`config.mk`:
```
export PLATFORM = sky130hd
export DESIGN_NAME = nis_irq_top
export DESIGN_NICKNAME = d
export VERILOG_FILES = /design/src/shared/nis_pkg.sv /design/src/design/nis_irq_top.sv /design/src/design/nis_rx_early.sv /design/src/design/nis_sticky_bits.sv
export SDC_FILE = /design/constraint.sdc
export NUM_CORES = 1
export LEC_CHECK = 0
export ABC_AREA = 1
export BUFFER_PORTS_ARGS = -buffer_cell sky130_fd_sc_hd__clkbuf_2
export CELL_PAD_IN_SITES_DETAIL_PLACEMENT = 2
export CELL_PAD_IN_SITES_GLOBAL_PLACEMENT = 2
export CORE_UTILIZATION = 32
export CTS_CLUSTER_SIZE = 24
export DETAILED_ROUTE_END_ITERATION = 12
export HOLD_SLACK_MARGIN = 0.06
export PLACE_DENSITY = 0.86
export SLEW_MARGIN = 20
export SYNTH_ARGS = -nofsm -noshare
export SYNTH_HDL_FRONTEND = slang
export SYNTH_SLANG_ARGS = --single-unit
```
`constraint.sdc`:
```
create_clock -name pclk -period 2.8 [get_ports pclk]
set_input_delay 0.14 -clock pclk [delete_from_list [all_inputs] [get_ports pclk]]
set_output_delay 0.14 -clock pclk [all_outputs]
set_load 0.01 [all_outputs]
```
`src/shared/nis_pkg.sv`:
```
// Notes on behaviour
// - a transmit descriptor written back with its interrupt request flag set sets status bit 7.
// - the last transmit descriptor of a good transmission, written back with status, sets bit 6.
// - every receive data FIFO overflow sets status bit 5.
// - the receive engine going from running to idle sets status bit 4.
// - status bit 3 is set at most once per packet, when receive DMA has moved the threshold bytes.
// - the last receive descriptor of a failed reception, written back with status, sets bit 2.
// - a receive descriptor written back with its interrupt request flag set sets status bit 1.
// - the last receive descriptor of a good packet, written back with status, sets bit 0.
// - a mask bit of one lets its status bit raise the interrupt, a zero blocks it.
// - mask bits exist at 25 to 20 and 16 to 0; bits 31 to 26 and 19 to 17 read zero.
// - status bits are set by their events whatever the mask holds.
// - hard reset clears the whole mask so nothing interrupts until software enables it.
// - the mask is a 32-bit read-write register at 0x14, cleared by hard and soft reset.
// - reading the status register clears its status bits.
// - status bit 15 is the OR of status bits 25 to 16.
// - the global gate bit blocks the interrupt output without touching status or mask.
package nis_pkg;

	// ----------------------------------------------------------------
	// bus and register map
	// ----------------------------------------------------------------
	localparam int unsigned DATA_W = 32;
	localparam int unsigned ADDR_W = 8;
	localparam logic [ADDR_W-1:0] OFS_STATUS = 8'h10;
	localparam logic [ADDR_W-1:0] OFS_MASK   = 8'h14;
	localparam logic [ADDR_W-1:0] OFS_GATE   = 8'h18;
	localparam logic [ADDR_W-1:0] OFS_RECEIVE_CONFIG_REG  = 8'h34;

	// ----------------------------------------------------------------
	// field layout and reset values
	// ----------------------------------------------------------------
	localparam logic [DATA_W-1:0] MASK_IMPL   = 32'h03f1ffff; // implemented mask bits
	localparam logic [DATA_W-1:0] STICKY_IMPL = 32'h03f17fff; // latched status bits
	localparam logic [DATA_W-1:0] HIGH_GROUP  = 32'h03f10000; // summarised into bit 15
	localparam logic [DATA_W-1:0] REG_RESET   = 32'h00000000;
	localparam int unsigned BIT_RX_GOOD      = 0;
	localparam int unsigned BIT_RX_DESC      = 1;
	localparam int unsigned BIT_RX_FAILED    = 2;
	localparam int unsigned BIT_RX_EARLY     = 3;
	localparam int unsigned BIT_RX_IDLE      = 4;
	localparam int unsigned BIT_RX_OVERFLOW  = 5;
	localparam int unsigned BIT_TX_GOOD      = 6;
	localparam int unsigned BIT_TX_DESC      = 7;
	localparam int unsigned BIT_TX_FAILED    = 8;
	localparam int unsigned BIT_TX_IDLE      = 9;
	localparam int unsigned BIT_TX_UNDERFLOW = 10;
	localparam int unsigned BIT_STATS        = 11;
	localparam int unsigned BIT_SOFTWARE     = 12;
	localparam int unsigned BIT_WAKE         = 13;
	localparam int unsigned BIT_PHY          = 14;
	localparam int unsigned BIT_HIGH_SUMMARY = 15;
	localparam int unsigned BIT_RX_STS_OVF   = 16;
	localparam int unsigned BIT_TARGET_ABORT = 20;
	localparam int unsigned BIT_MASTER_ABORT = 21;
	localparam int unsigned BIT_SYSTEM_ERROR = 22;
	localparam int unsigned BIT_PARITY_ERROR = 23;
	localparam int unsigned BIT_RX_RST_DONE  = 24;
	localparam int unsigned BIT_TX_RST_DONE  = 25;
	localparam int unsigned GATE_BIT         = 0;
	localparam int unsigned DRAIN_W          = 12;
	localparam logic [DATA_W-1:0] RECEIVE_CONFIG_REG_IMPL = 32'h00000fff; // drain threshold in bytes

	// ----------------------------------------------------------------
	// carriers
	// ----------------------------------------------------------------
	typedef struct packed {
		logic writeback; // one-cycle pulse: descriptor written back with valid status
		logic host_interrupt_line_req;  // descriptor-level interrupt request flag
		logic last;      // last descriptor of the packet
		logic ok;        // packet completed without error
	} nis_desc_wb_type;

	typedef struct packed {
		logic tx_reset_done;
		logic rx_reset_done;
		logic parity_error;
		logic system_error;
		logic master_abort;
		logic target_abort;
		logic rx_status_fifo_overflow;
		logic phy;
		logic wake;
		logic software;
		logic statistics_service;
		logic tx_fifo_underflow;
		logic tx_engine_idle;
		logic tx_failed;
		logic rx_fifo_overflow;
	} nis_pulse_events_type;

	typedef enum logic [2:0] {SEL_NONE, SEL_STATUS, SEL_MASK, SEL_GATE, SEL_RECEIVE_CONFIG_REG} nis_sel_type;

	// address decode shared by the setup and access phases
	function automatic nis_sel_type nis_decode(input logic [ADDR_W-1:0] addr);
		case (addr)
			OFS_STATUS: nis_decode = SEL_STATUS;
			OFS_MASK:   nis_decode = SEL_MASK;
			OFS_GATE:   nis_decode = SEL_GATE;
			OFS_RECEIVE_CONFIG_REG:  nis_decode = SEL_RECEIVE_CONFIG_REG;
			default:    nis_decode = SEL_NONE;
		endcase
	endfunction

endpackage

```
`src/design/nis_irq_top.sv`:
```
// Our own choice: register access over APB.
`timescale 1ns/100ps
module nis_irq_top (
	// clock and resets
	input  wire logic                          pclk,
	input  wire logic                          presetn,
	input  wire logic                          soft_reset,
	// apb slave
	input  wire logic                          psel,
	input  wire logic                          penable,
	input  wire logic                          pwrite,
	input  wire logic [nis_pkg::ADDR_W-1:0]    paddr,
	input  wire logic [nis_pkg::DATA_W-1:0]    pwdata,
	output logic      [nis_pkg::DATA_W-1:0]    prdata,
	output logic                               pready,
	output logic                               pslverr,
	// descriptor write-back reports
	input  wire nis_pkg::nis_desc_wb_type      tx_wb,
	input  wire nis_pkg::nis_desc_wb_type      rx_wb,
	// other event pulses
	input  wire nis_pkg::nis_pulse_events_type events,
	// receive engine state and dma progress
	input  wire logic                          rx_running,
	input  wire logic                          rx_pkt_start,
	input  wire logic [nis_pkg::DRAIN_W-1:0]   rx_bytes_moved,
	// host interrupt
	output logic                               host_interrupt_line
);
	import nis_pkg::*;

	// ----------------------------------------------------------------
	// declarations
	// ----------------------------------------------------------------
	logic [DATA_W-1:0] interrupt_mask_reg_r;
	logic              global_irq_gate_r;
	logic [DATA_W-1:0] receive_config_reg_r;
	logic [DATA_W-1:0] interrupt_status_q;
	logic [DATA_W-1:0] status_view;
	logic [DATA_W-1:0] event_vec;
	logic [DATA_W-1:0] read_clr_vec;
	logic [DATA_W-1:0] prdata_r;
	logic [DATA_W-1:0] prdata_nxt;
	logic              pready_r;
	logic              pslverr_r;
	logic              host_interrupt_line_r;
	logic              host_interrupt_line_nxt;
	logic              rx_running_q;
	logic              rx_idle_pulse;
	logic              rx_early_pulse;
	logic              setup_phase;
	logic              access_done;
	nis_sel_type       setup_sel;
	nis_sel_type       access_sel;

	assign prdata              = prdata_r;
	assign pready              = pready_r;
	assign pslverr             = pslverr_r;
	assign host_interrupt_line = host_interrupt_line_r;

	// ----------------------------------------------------------------
	// apb phases
	// ----------------------------------------------------------------
	assign setup_phase = psel && !penable;
	assign access_done = psel && penable && pready_r;
	assign setup_sel   = nis_decode(paddr);
	assign access_sel  = nis_decode(paddr);

	// ready rises for exactly one access cycle after each setup cycle
	always_ff @(posedge pclk or negedge presetn) begin
		if (!presetn) begin
			pready_r <= 1'b0;
		end else begin
			pready_r <= setup_phase;
		end
	end

	// unmapped addresses answer with an error on the same ready
	always_ff @(posedge pclk or negedge presetn) begin
		if (!presetn) begin
			pslverr_r <= 1'b0;
		end else begin
			pslverr_r <= setup_phase && (setup_sel == SEL_NONE);
		end
	end

	// read data is picked up in the setup cycle
	always_comb begin
		prdata_nxt = REG_RESET;
		if (setup_phase && !pwrite) begin
			case (setup_sel)
				SEL_STATUS: prdata_nxt = status_view;
				SEL_MASK:   prdata_nxt = interrupt_mask_reg_r;
				SEL_GATE:   prdata_nxt[GATE_BIT] = global_irq_gate_r;
				SEL_RECEIVE_CONFIG_REG:  prdata_nxt = receive_config_reg_r;
				default:    prdata_nxt = REG_RESET;
			endcase
		end
	end

	// read data holds through the access cycle
	always_ff @(posedge pclk or negedge presetn) begin
		if (!presetn) begin
			prdata_r <= REG_RESET;
		end else if (setup_phase) begin
			prdata_r <= prdata_nxt;
		end
	end

	// ----------------------------------------------------------------
	// software registers
	// ----------------------------------------------------------------
	// mask keeps only the implemented positions
	always_ff @(posedge pclk or negedge presetn) begin
		if (!presetn) begin
			interrupt_mask_reg_r <= REG_RESET;
		end else if (soft_reset) begin
			interrupt_mask_reg_r <= REG_RESET;
		end else if (access_done && pwrite && access_sel == SEL_MASK) begin
			interrupt_mask_reg_r <= pwdata & MASK_IMPL;
		end
	end

	// global gate: one write turns the line off without read-modify-write
	always_ff @(posedge pclk or negedge presetn) begin
		if (!presetn) begin
			global_irq_gate_r <= 1'b0;
		end else if (soft_reset) begin
			global_irq_gate_r <= 1'b0;
		end else if (access_done && pwrite && access_sel == SEL_GATE) begin
			global_irq_gate_r <= pwdata[GATE_BIT];
		end
	end

	// receive configuration holds the drain threshold
	always_ff @(posedge pclk or negedge presetn) begin
		if (!presetn) begin
			receive_config_reg_r <= REG_RESET;
		end else if (soft_reset) begin
			receive_config_reg_r <= REG_RESET;
		end else if (access_done && pwrite && access_sel == SEL_RECEIVE_CONFIG_REG) begin
			receive_config_reg_r <= pwdata & RECEIVE_CONFIG_REG_IMPL;
		end
	end

	// ----------------------------------------------------------------
	// event sources
	// ----------------------------------------------------------------
	// running to idle transition of the receive engine
	always_ff @(posedge pclk or negedge presetn) begin
		if (!presetn) begin
			rx_running_q <= 1'b0;
		end else begin
			rx_running_q <= rx_running;
		end
	end
	assign rx_idle_pulse = rx_running_q && !rx_running;

	nis_rx_early u_rx_early (
		.clk         (pclk),
		.rst_n       (presetn),
		.soft_clr    (soft_reset),
		.pkt_start   (rx_pkt_start),
		.bytes_moved (rx_bytes_moved),
		.threshold   (receive_config_reg_r[DRAIN_W-1:0]),
		.early_pulse (rx_early_pulse)
	);

	// gather the set vector; the mask plays no part here
	always_comb begin
		event_vec                   = REG_RESET;
		event_vec[BIT_TX_DESC]      = tx_wb.writeback && tx_wb.host_interrupt_line_req;
		event_vec[BIT_TX_GOOD]      = tx_wb.writeback && tx_wb.last && tx_wb.ok;
		event_vec[BIT_TX_FAILED]    = tx_wb.writeback && tx_wb.last && !tx_wb.ok;
		event_vec[BIT_RX_OVERFLOW]  = events.rx_fifo_overflow;
		event_vec[BIT_RX_IDLE]      = rx_idle_pulse;
		event_vec[BIT_RX_EARLY]     = rx_early_pulse;
		event_vec[BIT_RX_FAILED]    = rx_wb.writeback && rx_wb.last && !rx_wb.ok;
		event_vec[BIT_RX_DESC]      = rx_wb.writeback && rx_wb.host_interrupt_line_req;
		event_vec[BIT_RX_GOOD]      = rx_wb.writeback && rx_wb.last && rx_wb.ok;
		event_vec[BIT_TX_IDLE]      = events.tx_engine_idle;
		event_vec[BIT_TX_UNDERFLOW] = events.tx_fifo_underflow;
		event_vec[BIT_STATS]        = events.statistics_service;
		event_vec[BIT_SOFTWARE]     = events.software;
		event_vec[BIT_WAKE]         = events.wake;
		event_vec[BIT_PHY]          = events.phy;
		event_vec[BIT_RX_STS_OVF]   = events.rx_status_fifo_overflow;
		event_vec[BIT_TARGET_ABORT] = events.target_abort;
		event_vec[BIT_MASTER_ABORT] = events.master_abort;
		event_vec[BIT_SYSTEM_ERROR] = events.system_error;
		event_vec[BIT_PARITY_ERROR] = events.parity_error;
		event_vec[BIT_RX_RST_DONE]  = events.rx_reset_done;
		event_vec[BIT_TX_RST_DONE]  = events.tx_reset_done;
	end

	// ----------------------------------------------------------------
	// status register
	// ----------------------------------------------------------------
	// clear only what the read returned, so a bit set after the setup cycle survives
	assign read_clr_vec = (access_done && !pwrite && access_sel == SEL_STATUS) ?
		prdata_r : REG_RESET;

	nis_sticky_bits u_status (
		.clk      (pclk),
		.rst_n    (presetn),
		.soft_clr (soft_reset),
		.set_vec  (event_vec),
		.clr_vec  (read_clr_vec),
		.bits_q   (interrupt_status_q)
	);

	// summary bit follows the high group live
	always_comb begin
		status_view                   = interrupt_status_q;
		status_view[BIT_HIGH_SUMMARY] = |(interrupt_status_q & HIGH_GROUP);
	end

	// ----------------------------------------------------------------
	// interrupt output
	// ----------------------------------------------------------------
	assign host_interrupt_line_nxt = global_irq_gate_r &&
		|(status_view & interrupt_mask_reg_r);

	// registered so the line never glitches on the host side
	always_ff @(posedge pclk or negedge presetn) begin
		if (!presetn) begin
			host_interrupt_line_r <= 1'b0;
		end else begin
			host_interrupt_line_r <= host_interrupt_line_nxt;
		end
	end

	// ----------------------------------------------------------------
	// checks
	// ----------------------------------------------------------------
	logic [1:0] early_in_pkt;

	// counts early events inside one packet
	always_ff @(posedge pclk or negedge presetn) begin
		if (!presetn) begin
			early_in_pkt <= 2'h0;
		end else if (rx_pkt_start || soft_reset) begin
			early_in_pkt <= 2'h0;
		end else if (rx_early_pulse && early_in_pkt != 2'h3) begin
			early_in_pkt <= early_in_pkt + 2'h1;
		end
	end

	chk_tx_desc_set: assert property (
		@(posedge pclk) disable iff (!presetn)
		(tx_wb.writeback && tx_wb.host_interrupt_line_req && !soft_reset) |=> interrupt_status_q[BIT_TX_DESC]
	) else $error("tx descriptor event did not set its status bit");

	chk_tx_good_set: assert property (
		@(posedge pclk) disable iff (!presetn)
		(tx_wb.writeback && tx_wb.last && tx_wb.ok && !soft_reset)
			|=> interrupt_status_q[BIT_TX_GOOD]
	) else $error("tx good event did not set its status bit");

	chk_rx_overflow_set: assert property (
		@(posedge pclk) disable iff (!presetn)
		(events.rx_fifo_overflow && !soft_reset) |=> interrupt_status_q[BIT_RX_OVERFLOW]
	) else $error("rx overflow did not set its status bit");

	chk_rx_idle_set: assert property (
		@(posedge pclk) disable iff (!presetn)
		(rx_running ##1 (!rx_running && !soft_reset)) |=> interrupt_status_q[BIT_RX_IDLE]
	) else $error("rx idle transition did not set its status bit");

	chk_early_once: assert property (
		@(posedge pclk) disable iff (!presetn)
		early_in_pkt <= 2'h1
	) else $error("early threshold event fired twice in one packet");

	chk_rx_failed_set: assert property (
		@(posedge pclk) disable iff (!presetn)
		(rx_wb.writeback && rx_wb.last && !rx_wb.ok && !soft_reset)
			|=> interrupt_status_q[BIT_RX_FAILED] && !$past(event_vec[BIT_RX_GOOD])
	) else $error("rx failed event did not set its status bit");

	chk_rx_desc_set: assert property (
		@(posedge pclk) disable iff (!presetn)
		(rx_wb.writeback && rx_wb.host_interrupt_line_req && !soft_reset) |=> interrupt_status_q[BIT_RX_DESC]
	) else $error("rx descriptor event did not set its status bit");

	chk_rx_good_set: assert property (
		@(posedge pclk) disable iff (!presetn)
		(rx_wb.writeback && rx_wb.last && rx_wb.ok && !soft_reset)
			|=> interrupt_status_q[BIT_RX_GOOD]
	) else $error("rx good event did not set its status bit");

	chk_mask_gates_line: assert property (
		@(posedge pclk) disable iff (!presetn)
		(global_irq_gate_r && (status_view & interrupt_mask_reg_r) != REG_RESET)
			|=> host_interrupt_line_r
	) else $error("unmasked status bit did not raise the interrupt");

	chk_mask_unused_zero: assert property (
		@(posedge pclk) disable iff (!presetn)
		(interrupt_mask_reg_r & ~MASK_IMPL) == REG_RESET
	) else $error("unused mask bit is set");

	chk_status_ignores_mask: assert property (
		@(posedge pclk) disable iff (!presetn)
		(event_vec != REG_RESET && interrupt_mask_reg_r == REG_RESET && !soft_reset)
			|=> (interrupt_status_q & $past(event_vec)) == $past(event_vec)
	) else $error("masked event was not latched");

	chk_mask_soft_clear: assert property (
		@(posedge pclk) disable iff (!presetn)
		soft_reset |=> interrupt_mask_reg_r == REG_RESET && !global_irq_gate_r
	) else $error("soft reset did not clear the mask");

	chk_read_clears: assert property (
		@(posedge pclk) disable iff (!presetn)
		(access_done && !pwrite && access_sel == SEL_STATUS && event_vec == REG_RESET)
			|=> (interrupt_status_q & $past(prdata_r)) == REG_RESET
	) else $error("status read did not clear the returned bits");

	chk_high_summary: assert property (
		@(posedge pclk) disable iff (!presetn)
		(setup_phase && !pwrite && setup_sel == SEL_STATUS)
			|=> prdata_r[BIT_HIGH_SUMMARY] == $past(|(interrupt_status_q & HIGH_GROUP))
	) else $error("summary bit does not match the high group");

	chk_gate_off_quiet: assert property (
		@(posedge pclk) disable iff (!presetn)
		!global_irq_gate_r |=> !host_interrupt_line_r
	) else $error("interrupt raised while the global gate is off");

	chk_line_released: assert property (
		@(posedge pclk) disable iff (!presetn)
		((status_view & interrupt_mask_reg_r) == REG_RESET) |=> !host_interrupt_line_r
	) else $error("interrupt held with no unmasked status bit");

	// first edge out of hard reset: nothing may interrupt before software opens the mask
	chk_mask_hard_reset: assert property (
		@(posedge pclk) disable iff (!presetn)
		$rose(presetn) |-> interrupt_mask_reg_r == REG_RESET && !host_interrupt_line_r
	) else $error("mask or line not clear after hard reset");

	chk_gate_keeps_mask: assert property (
		@(posedge pclk) disable iff (!presetn)
		(access_done && pwrite && access_sel == SEL_GATE && !soft_reset)
			|=> $stable(interrupt_mask_reg_r)
	) else $error("gate write altered the mask");

endmodule

```
`src/design/nis_rx_early.sv`:
```
`timescale 1ns/100ps
module nis_rx_early (
	// clock and reset
	input  wire logic                        clk,
	input  wire logic                        rst_n,
	input  wire logic                        soft_clr,
	// receive dma progress
	input  wire logic                        pkt_start,
	input  wire logic [nis_pkg::DRAIN_W-1:0] bytes_moved,
	input  wire logic [nis_pkg::DRAIN_W-1:0] threshold,
	// one-cycle event
	output logic                             early_pulse
);
	import nis_pkg::*;

	logic armed_r;
	logic hit;

	// a zero threshold disables the event rather than firing on every packet start
	assign hit = armed_r && !pkt_start && (threshold != '0) && (bytes_moved >= threshold);

	// ----------------------------------------------------------------
	// arm on packet start, disarm after the one event
	// ----------------------------------------------------------------
	always_ff @(posedge clk or negedge rst_n) begin
		if (!rst_n) begin
			armed_r <= 1'b0;
		end else if (soft_clr) begin
			armed_r <= 1'b0;
		end else if (pkt_start) begin
			armed_r <= 1'b1;
		end else if (hit) begin
			armed_r <= 1'b0;
		end
	end

	// registered pulse
	always_ff @(posedge clk or negedge rst_n) begin
		if (!rst_n) begin
			early_pulse <= 1'b0;
		end else begin
			early_pulse <= hit && !soft_clr;
		end
	end

endmodule

```
`src/design/nis_sticky_bits.sv`:
```
`timescale 1ns/100ps
module nis_sticky_bits (
	// clock and reset
	input  wire logic                       clk,
	input  wire logic                       rst_n,
	input  wire logic                       soft_clr,
	// set and clear vectors
	input  wire logic [nis_pkg::DATA_W-1:0] set_vec,
	input  wire logic [nis_pkg::DATA_W-1:0] clr_vec,
	// latched bits
	output logic      [nis_pkg::DATA_W-1:0] bits_q
);
	import nis_pkg::*;

	// ----------------------------------------------------------------
	// one flag per implemented position
	// ----------------------------------------------------------------
	genvar i;
	generate
		for (i = 0; i < DATA_W; i++) begin : g_bit
			if (STICKY_IMPL[i]) begin : g_impl
				// set beats clear so an event landing on the read is kept
				always_ff @(posedge clk or negedge rst_n) begin
					if (!rst_n) begin
						bits_q[i] <= 1'b0;
					end else if (soft_clr) begin
						bits_q[i] <= 1'b0;
					end else begin
						bits_q[i] <= set_vec[i] | (bits_q[i] & ~clr_vec[i]);
					end
				end
			end else begin : g_none
				assign bits_q[i] = 1'b0; // unused and summary positions hold nothing
			end
		end
	endgenerate

endmodule

```
# Word-level counts from Yosys, hierarchy flattened
# Index checks and enable logic that the tools add are counted.
[classes] div_mod_pow=0 n_reduce_logical=40 mul=0 shift=0 n_addsub=0 n_bitwise=67 order_cmp=1 mux=36 eq_ne=8
[ops] cell="32-bit 2-to-1 mux" n=5
[ops] cell="31-bit case mux with 3 select lines" n=1
[ops] cell="26-bit by 32-bit bitwise AND with 32-bit output" n=1
[ops] cell="32-bit OR reduction" n=1
[ops] cell="1-bit 2-to-1 mux" n=27
[ops] cell="26-bit 2-to-1 mux" n=1
[ops] cell="1-bit logical AND" n=25
[ops] cell="8-bit by 5-bit == test with 1-bit output (second input constant)" n=3
[ops] cell="1-bit bitwise AND" n=22
[ops] cell="1-bit NOT" n=22
[ops] cell="1-bit bitwise OR" n=22
[ops] cell="12-bit greater-or-equal comparator" n=1
[ops] cell="3-bit case mux with 4 select lines" n=1
[ops] cell="12-bit nonzero test" n=1
[ops] cell="8-bit by 6-bit == test with 1-bit output (second input constant)" n=1
[ops] cell="1-bit logical NOT" n=7
[ops] cell="7-bit OR reduction" n=1
[ops] cell="3-bit by 2-bit == test with 1-bit output (second input constant)" n=2
[ops] cell="2-bit nonzero test" n=3
[ops] cell="1-bit case mux with 4 select lines" n=1
[ops] cell="3-bit by 1-bit == test with 1-bit output (second input constant)" n=1
[ops] cell="3-bit == test (second input constant)" n=1
[ops] cell="3-bit logical NOT" n=1
[ops] cell="3-bit nonzero test" n=1
[word_totals] out_inout_bits=35 reg_bits=125 latchBits=0 rom_bits=0 ram_bits=0 word_cells=184 in_bits=83 n_memories=0

# Logic depth before layout (Yosys ltp)
[logic_depth] word_depth=9 ltp_mapped=11 depth_no_buf=11

# Hierarchy
# From an unflattened synthesis, not the netlist that was laid out.
[unflattened] cells_unflattened=745 area_unflattened_um2=5465.2
[by_module_without_submodules] module="nis_irq_top" cells_each=548 seq_area_each_um2=1801.7 n_inst=1 area_per_inst_um2=4006.3
[by_module_without_submodules] module="nis_sticky_bits" cells_each=123 seq_area_each_um2=550.5 n_inst=1 area_per_inst_um2=1009.7
[by_module_without_submodules] module="nis_rx_early" cells_each=74 seq_area_each_um2=50.0 n_inst=1 area_per_inst_um2=449.2

# Least setup slack after synthesis
# OpenSTA, ideal clock, no wires.
[synth_timing] path_kind="register to register" startpoint="register receive_config_reg_r[11]" endpoint="register u_rx_early.early_pulse" t_required_ns=2.728 path_slack_ns=1.501 path_stages_with_launch=11 synth_period_minus_slack_ns=1.299 arrival_ns=1.226 path_buffers=0 setup_ns=0.072 path_cell_list="dfrtp_1 > inv_1 > ha_1 > nand2_1 > nor2_1 > nand2_1 > nor2_1 > nand2_1 > nand2_1 > nand2_1 > nor2_1"
[synth_between] elab_chain_cells=4 word_cells_on_any_way=5 classes_between="order compare: 1; reduce/logical: 4"
[synth_rtl] item="start: declaration" line="nis_irq_top.sv:36" source="logic [DATA_W-1:0] receive_config_reg_r;"
[synth_rtl] item="start signal: assignment" line="nis_irq_top.sv:141" source="receive_config_reg_r <= pwdata & RECEIVE_CONFIG_REG_IMPL;"
[synth_rtl] item="branches (longest 2 deep; another with 12-bit greater-or-equal comparator)"
[synth_rtl] item="1-bit logical AND (*)" line="nis_rx_early.sv:20" source="assign hit = armed_r && !pkt_start && (threshold != '0) && (bytes_moved >= threshold);"
[synth_rtl] item="1-bit logical AND (*)" line="nis_rx_early.sv:42" source="early_pulse <= hit && !soft_clr;"
[synth_rtl] item="end signal: assignment" line="nis_rx_early.sv:42"
[synth_rtl] item="end: declaration" line="nis_rx_early.sv:12" source="output logic early_pulse"
# Mark *: on every way between the ends.
# A chain may end at the register's enable or synchronous reset.

# Worst setup path in the final report
[layout_timing] startpoint="input port penable" endpoint="register prdata_r[0] (netlist: prdata[0])"
[layout_between] elab_chain_cells=4
[layout_rtl] item="start: declaration" line="nis_irq_top.sv:10" source="input wire logic penable,"
[layout_rtl] item="1-bit logical NOT (*)" line="nis_irq_top.sv:63" source="assign setup_phase = psel && !penable;"
[layout_rtl] item="1-bit logical AND (*)" line="nis_irq_top.sv:63"
[layout_rtl] item="via setup_phase" line="nis_irq_top.sv:50" source="logic setup_phase;"
[layout_rtl] item="1-bit logical AND" line="nis_irq_top.sv:89" source="if (setup_phase && !pwrite) begin"
[layout_rtl] item="32-bit 2-to-1 mux" line="nis_irq_top.sv:89"
[layout_rtl] item="end signal: assignment" line="nis_irq_top.sv:105" source="prdata_r <= prdata_nxt;"
[layout_rtl] item="end: declaration" line="nis_irq_top.sv:41" source="logic [DATA_W-1:0] prdata_r;"
# Mark *: on every way through the listed nets, which the timed path passes. The rest lies on a longest branch.

==> results_tabular.tex <==
\begin{tabular}{lr}
\hline
Metric & Value \\
\hline
\multicolumn{2}{l}{\textbf{Outcome}} \\
Run status & completed \\
\multicolumn{2}{l}{\textbf{Pwr}} \\
Power density of the placed cells & 479.3 mW/mm\^{}2 \\
Static leakage & 3.239 nW \\
Psw & between 0.7 and 0.8 mW \\
Sw Ratio & 0.2476 \\
Cell Int Power & 2.149 mW \\
Maximum vdd drop & 0.2655 mV \\
Sequential fraction of design power & 0.456 \\
Clk pwr share & 0.449 \\
Combinational fraction of design power & 0.095 \\
\multicolumn{2}{l}{\textbf{CTS}} \\
CTS clk-pin slew, worst paths & 0.07 ns \\
Buffer type at the clock tree root & sky130\_fd\_sc\_hd\_\_clkbuf\_16 \\
Buffers from clock root to sink, at most & 2 \\
Clock tree from TritonCTS & built \\
Clock net sink count & 87 \\
Insertion delay to the later sink of the worst-skew pair & 0.35 ns \\
CTS buffer count & 9 \\
Post\_cts resized & 0 \\
Maximum level of the CTS H-tree & 3 \\
\multicolumn{2}{l}{\textbf{Timing}} \\
Post-layout minimum cycle time & 2.162 ns \\
Sum of negative setup slack & 0 ns \\
Slew of the pin with the lowest slew margin & 0.9511 ns \\
Final Cycle Share & 0.7723 \\
Layout Skew & 0.007544 ns \\
Max-Slew Margin vs Limit & 0.3652 \\
Final-report hold violation count & 0 \\
Fin. max-slew vios & 0 \\
Final setup violation count & 0 \\
Unrepaired setup endpoints after global routing & false \\
Fmax & roughly 0.46 GHz \\
\multicolumn{2}{l}{\textbf{Routing}} \\
Average via count per standard cell & 4.950 \\
Drt drc & 0 \\
TritonRoute pass-1 iters & 4 \\
Starting DRT DRC Count & $\sim$170 \\
Residual antenna-violating net count after detailed routing & 0 \\
Routed wire length & 17670 um \\
Wirelength per Cell & 18.73 um \\
Number of vias in the routed layout & 4668 \\
\multicolumn{2}{l}{\textbf{Global routing}} \\
Number of antenna violations at the first check in global routing & 0 \\
Maximum number of pins on one net before global-route repair & 46 \\
Global-route total usage across every layer & 0.2448 \\
Wire length of the first global-routing pass & between 20000 and 30000 um \\
Via count of the first global-routing pass & roughly 5300 \\
Overflow left after global routing & 0 \\
\multicolumn{2}{l}{\textbf{Hold path}} \\
Worst hold path class & in -> reg \\
\multicolumn{2}{l}{\textbf{Finish}} \\
Share of post-route cells with drive strength above 1 & 0.2082 \\
Number of filler instances in the final layout & 1728 \\
Final Core Density & 0.4115 \\
Number of standard cells in the final layout excluding fillers & 943 \\
Post-layout nets & about 850 \\
Final antenna diode count & 0 \\
P\&R area growth vs syn & 25.48\% \\
\multicolumn{2}{l}{\textbf{Synth}} \\
Yosys warning total & 0 \\
Area fraction in and, or, nand and nor cells after synthesis & 0.3094 \\
Post-synthesis adder-cell area fraction & 0.03162 \\
Summed instance area of the synthesized netlist & 0.004748 sq mm \\
Mean Syn Cell Area & 7.513 sq um \\
Count of flip-flops with a built-in enable after synthesis & 0 \\
Most used flip-flop cell after synthesis & sky130\_fd\_sc\_hd\_\_dfrtp\_1 \\
Unique masters post-synth & 30 \\
Combinational family with the most area after synthesis & simple AND/OR/NAND/NOR gates \\
Synth async-reset ratio & 1.000 \\
Flops \& latches, synth & 87 \\
Mux contribution to synthesized area & 0 \\
Number of instances in the synthesized netlist & between 600 and 700 \\
Share of the synthesized area in compound gates (AO/OA/AOI/OAI) & 0.08643 \\
Part of the Yosys area used for sequential elements & 0.4585 \\
Post-synthesis share of cell area spent on xor and xnor gates & 0 \\
\multicolumn{2}{l}{\textbf{Setup path}} \\
CP Launch Type & primary input \\
Nature of the critical path endpoint & register \\
Data required time at the worst endpoint & 3.08 ns \\
Biggest fanout along the worst timing path & 24 \\
Worst Path Class, Setup & in -> reg \\
Signal arrival time at the worst endpoint & 2.44 ns \\
Setup slack, reg-to-reg & 0.88 ns \\
\multicolumn{2}{l}{\textbf{Place}} \\
Number of I/O port buffers & 98 \\
Dpl cells & 895 \\
Half-perimeter wire length of the detailed placement result & 11580 um \\
GP Congestion & 0.8060 \\
\multicolumn{2}{l}{\textbf{Floorplan}} \\
Placeable core area & 0.01448 sq mm \\
Area enclosed by the die boundary & 0.01533 sq mm \\
Horizontal extent of the die & between 100 and 150 um \\
Vert. Die Dim & $\sim$120 um \\
Cell Rows & 44 \\
Effective utilization at floorplan & 0.3279 \\
Total I/O pin count & around 120 \\
\multicolumn{2}{l}{\textbf{Job}} \\
Max Cap Violations & 0 \\
\hline
\end{tabular}
## metal layers
layer / track usage / part of all wire
met1: 0.2861 / 0.42
met2: 0.4455 / 0.52
met3: 0.04167 / 0.038
met4: 0.08886 / 0.024
met5: 0 / 0
## layout by cell type (no fill, tap or decap), drive strengths merged, types with 3 or more instances in the layout
cell         instances
clkinv               3
nand3               58
dlygate4sd3         32
clkbuf             110
o21ai               35
dfrtp               87
inv                 85
conb                 9
a21oi               28
ha                  12
buf                  6
nor2                42
o22ai                8
nand2              237
## state kept, by name, indices dropped and copies added (netlist names)
register	cells
pready	1
u_rx_early.early_pulse	1
pslverr	1
host_interrupt_line	1
prdata	23
interrupt_mask_reg_r	23
global_irq_gate_r	1
u_rx_early.armed_r	1
rx_running_q	1
u_status.bits_q	22
receive_config_reg_r	12
## power by group through the flow
stage	registers [mW]	logic [mW]	clock network [mW]
2_1_floorplan	1.32	0.117	0
4_1_cts	1.30	0.272	1.30
3_5_place_dp	1.32	0.234	0
5_1_grt	1.30	0.306	1.34
3_3_place_gp	1.32	0.219	0
6_report	1.30	0.272	1.28
## per-stage QoR
stage | hold slack, ns | cell area (sq um) | power (mW) | setup slack (ns)
after CTS | 0.06948 | 5958 | 2.870 | 0.8002
final | 0.06235 | 5958 | 2.856 | 0.6377
after global placement | 0.1779 | 5328 | 1.541 | 0.9186
after global routing | 0.08161 | 5958 | 2.951 | 0.5666
after detailed placement | 0.1793 | 5328 | 1.557 | 0.7759
after floorplan | -0.1556 | 4778 | 1.434 | 1.501
## final cells by class
cell class | count | area (sq um) | share of cell area
well taps | 184 | 230.2 | 0.03864
clock buffers | 13 | 270.3 | 0.04536
clock inverters | 3 | 40.04 | 0.006720
flip-flops and latches | 87 | 2177 | 0.3654
repair buffers | 135 | 850.8 | 0.1428
inverters | 86 | 326.6 | 0.05481
multi-input cells | 435 | 2063 | 0.3463
## synth_stat cells (8+ instances only)
cell type	n	area share
sky130_fd_sc_hd__buf_4	19	0.030
sky130_fd_sc_hd__ha_1	12	0.032
sky130_fd_sc_hd__o21ai_1	11	0.012
sky130_fd_sc_hd__o22ai_1	8	0.011
sky130_fd_sc_hd__nor2_1	35	0.028
sky130_fd_sc_hd__o21ai_0	14	0.015
sky130_fd_sc_hd__inv_1	80	0.063
sky130_fd_sc_hd__a21oi_1	28	0.030
sky130_fd_sc_hd__nand2_2	14	0.018
sky130_fd_sc_hd__dfrtp_1	87	0.46
sky130_fd_sc_hd__o21ai_2	10	0.018
sky130_fd_sc_hd__nand2_1	220	0.17
sky130_fd_sc_hd__nand3_1	58	0.061
## cell families after synthesis
logic type	Yosys count
simple gates	342
compound gates	72
other cells	1
fa+ha+maj	12
flops	87
buf+inv	118
## worst paths after layout
kind	end	start	depth (start not counted)
min	u_status.bits_q[0]	rx_wb[0]	3
max in group asynchronous	prdata[21]	presetn	3
max	prdata[0]	penable	8
min reg2reg	u_status.bits_q[3]	u_rx_early.early_pulse	2
min in group asynchronous	u_status.bits_q[25]	presetn	2
max reg2reg	receive_config_reg_r[2]	pready	5
## timing repair
action                    in CTS  in global routing
hold buffers                  32                  0
hold endpoints to repair      73                  0
buffers inserted               0                  0
## worst max-delay path: stages
cell	delay (ns)
sky130_fd_sc_hd__dlygate4sd3_1	0.55
sky130_fd_sc_hd__clkbuf_2	0.13
sky130_fd_sc_hd__nor2_1	0.25
sky130_fd_sc_hd__inv_1	0.49
sky130_fd_sc_hd__nor2_2	0.24
sky130_fd_sc_hd__buf_4	0.34
sky130_fd_sc_hd__o21ai_0	0.16
sky130_fd_sc_hd__nand2_1	0.12
No activity file was read; power rests on OpenSTA's default activity.
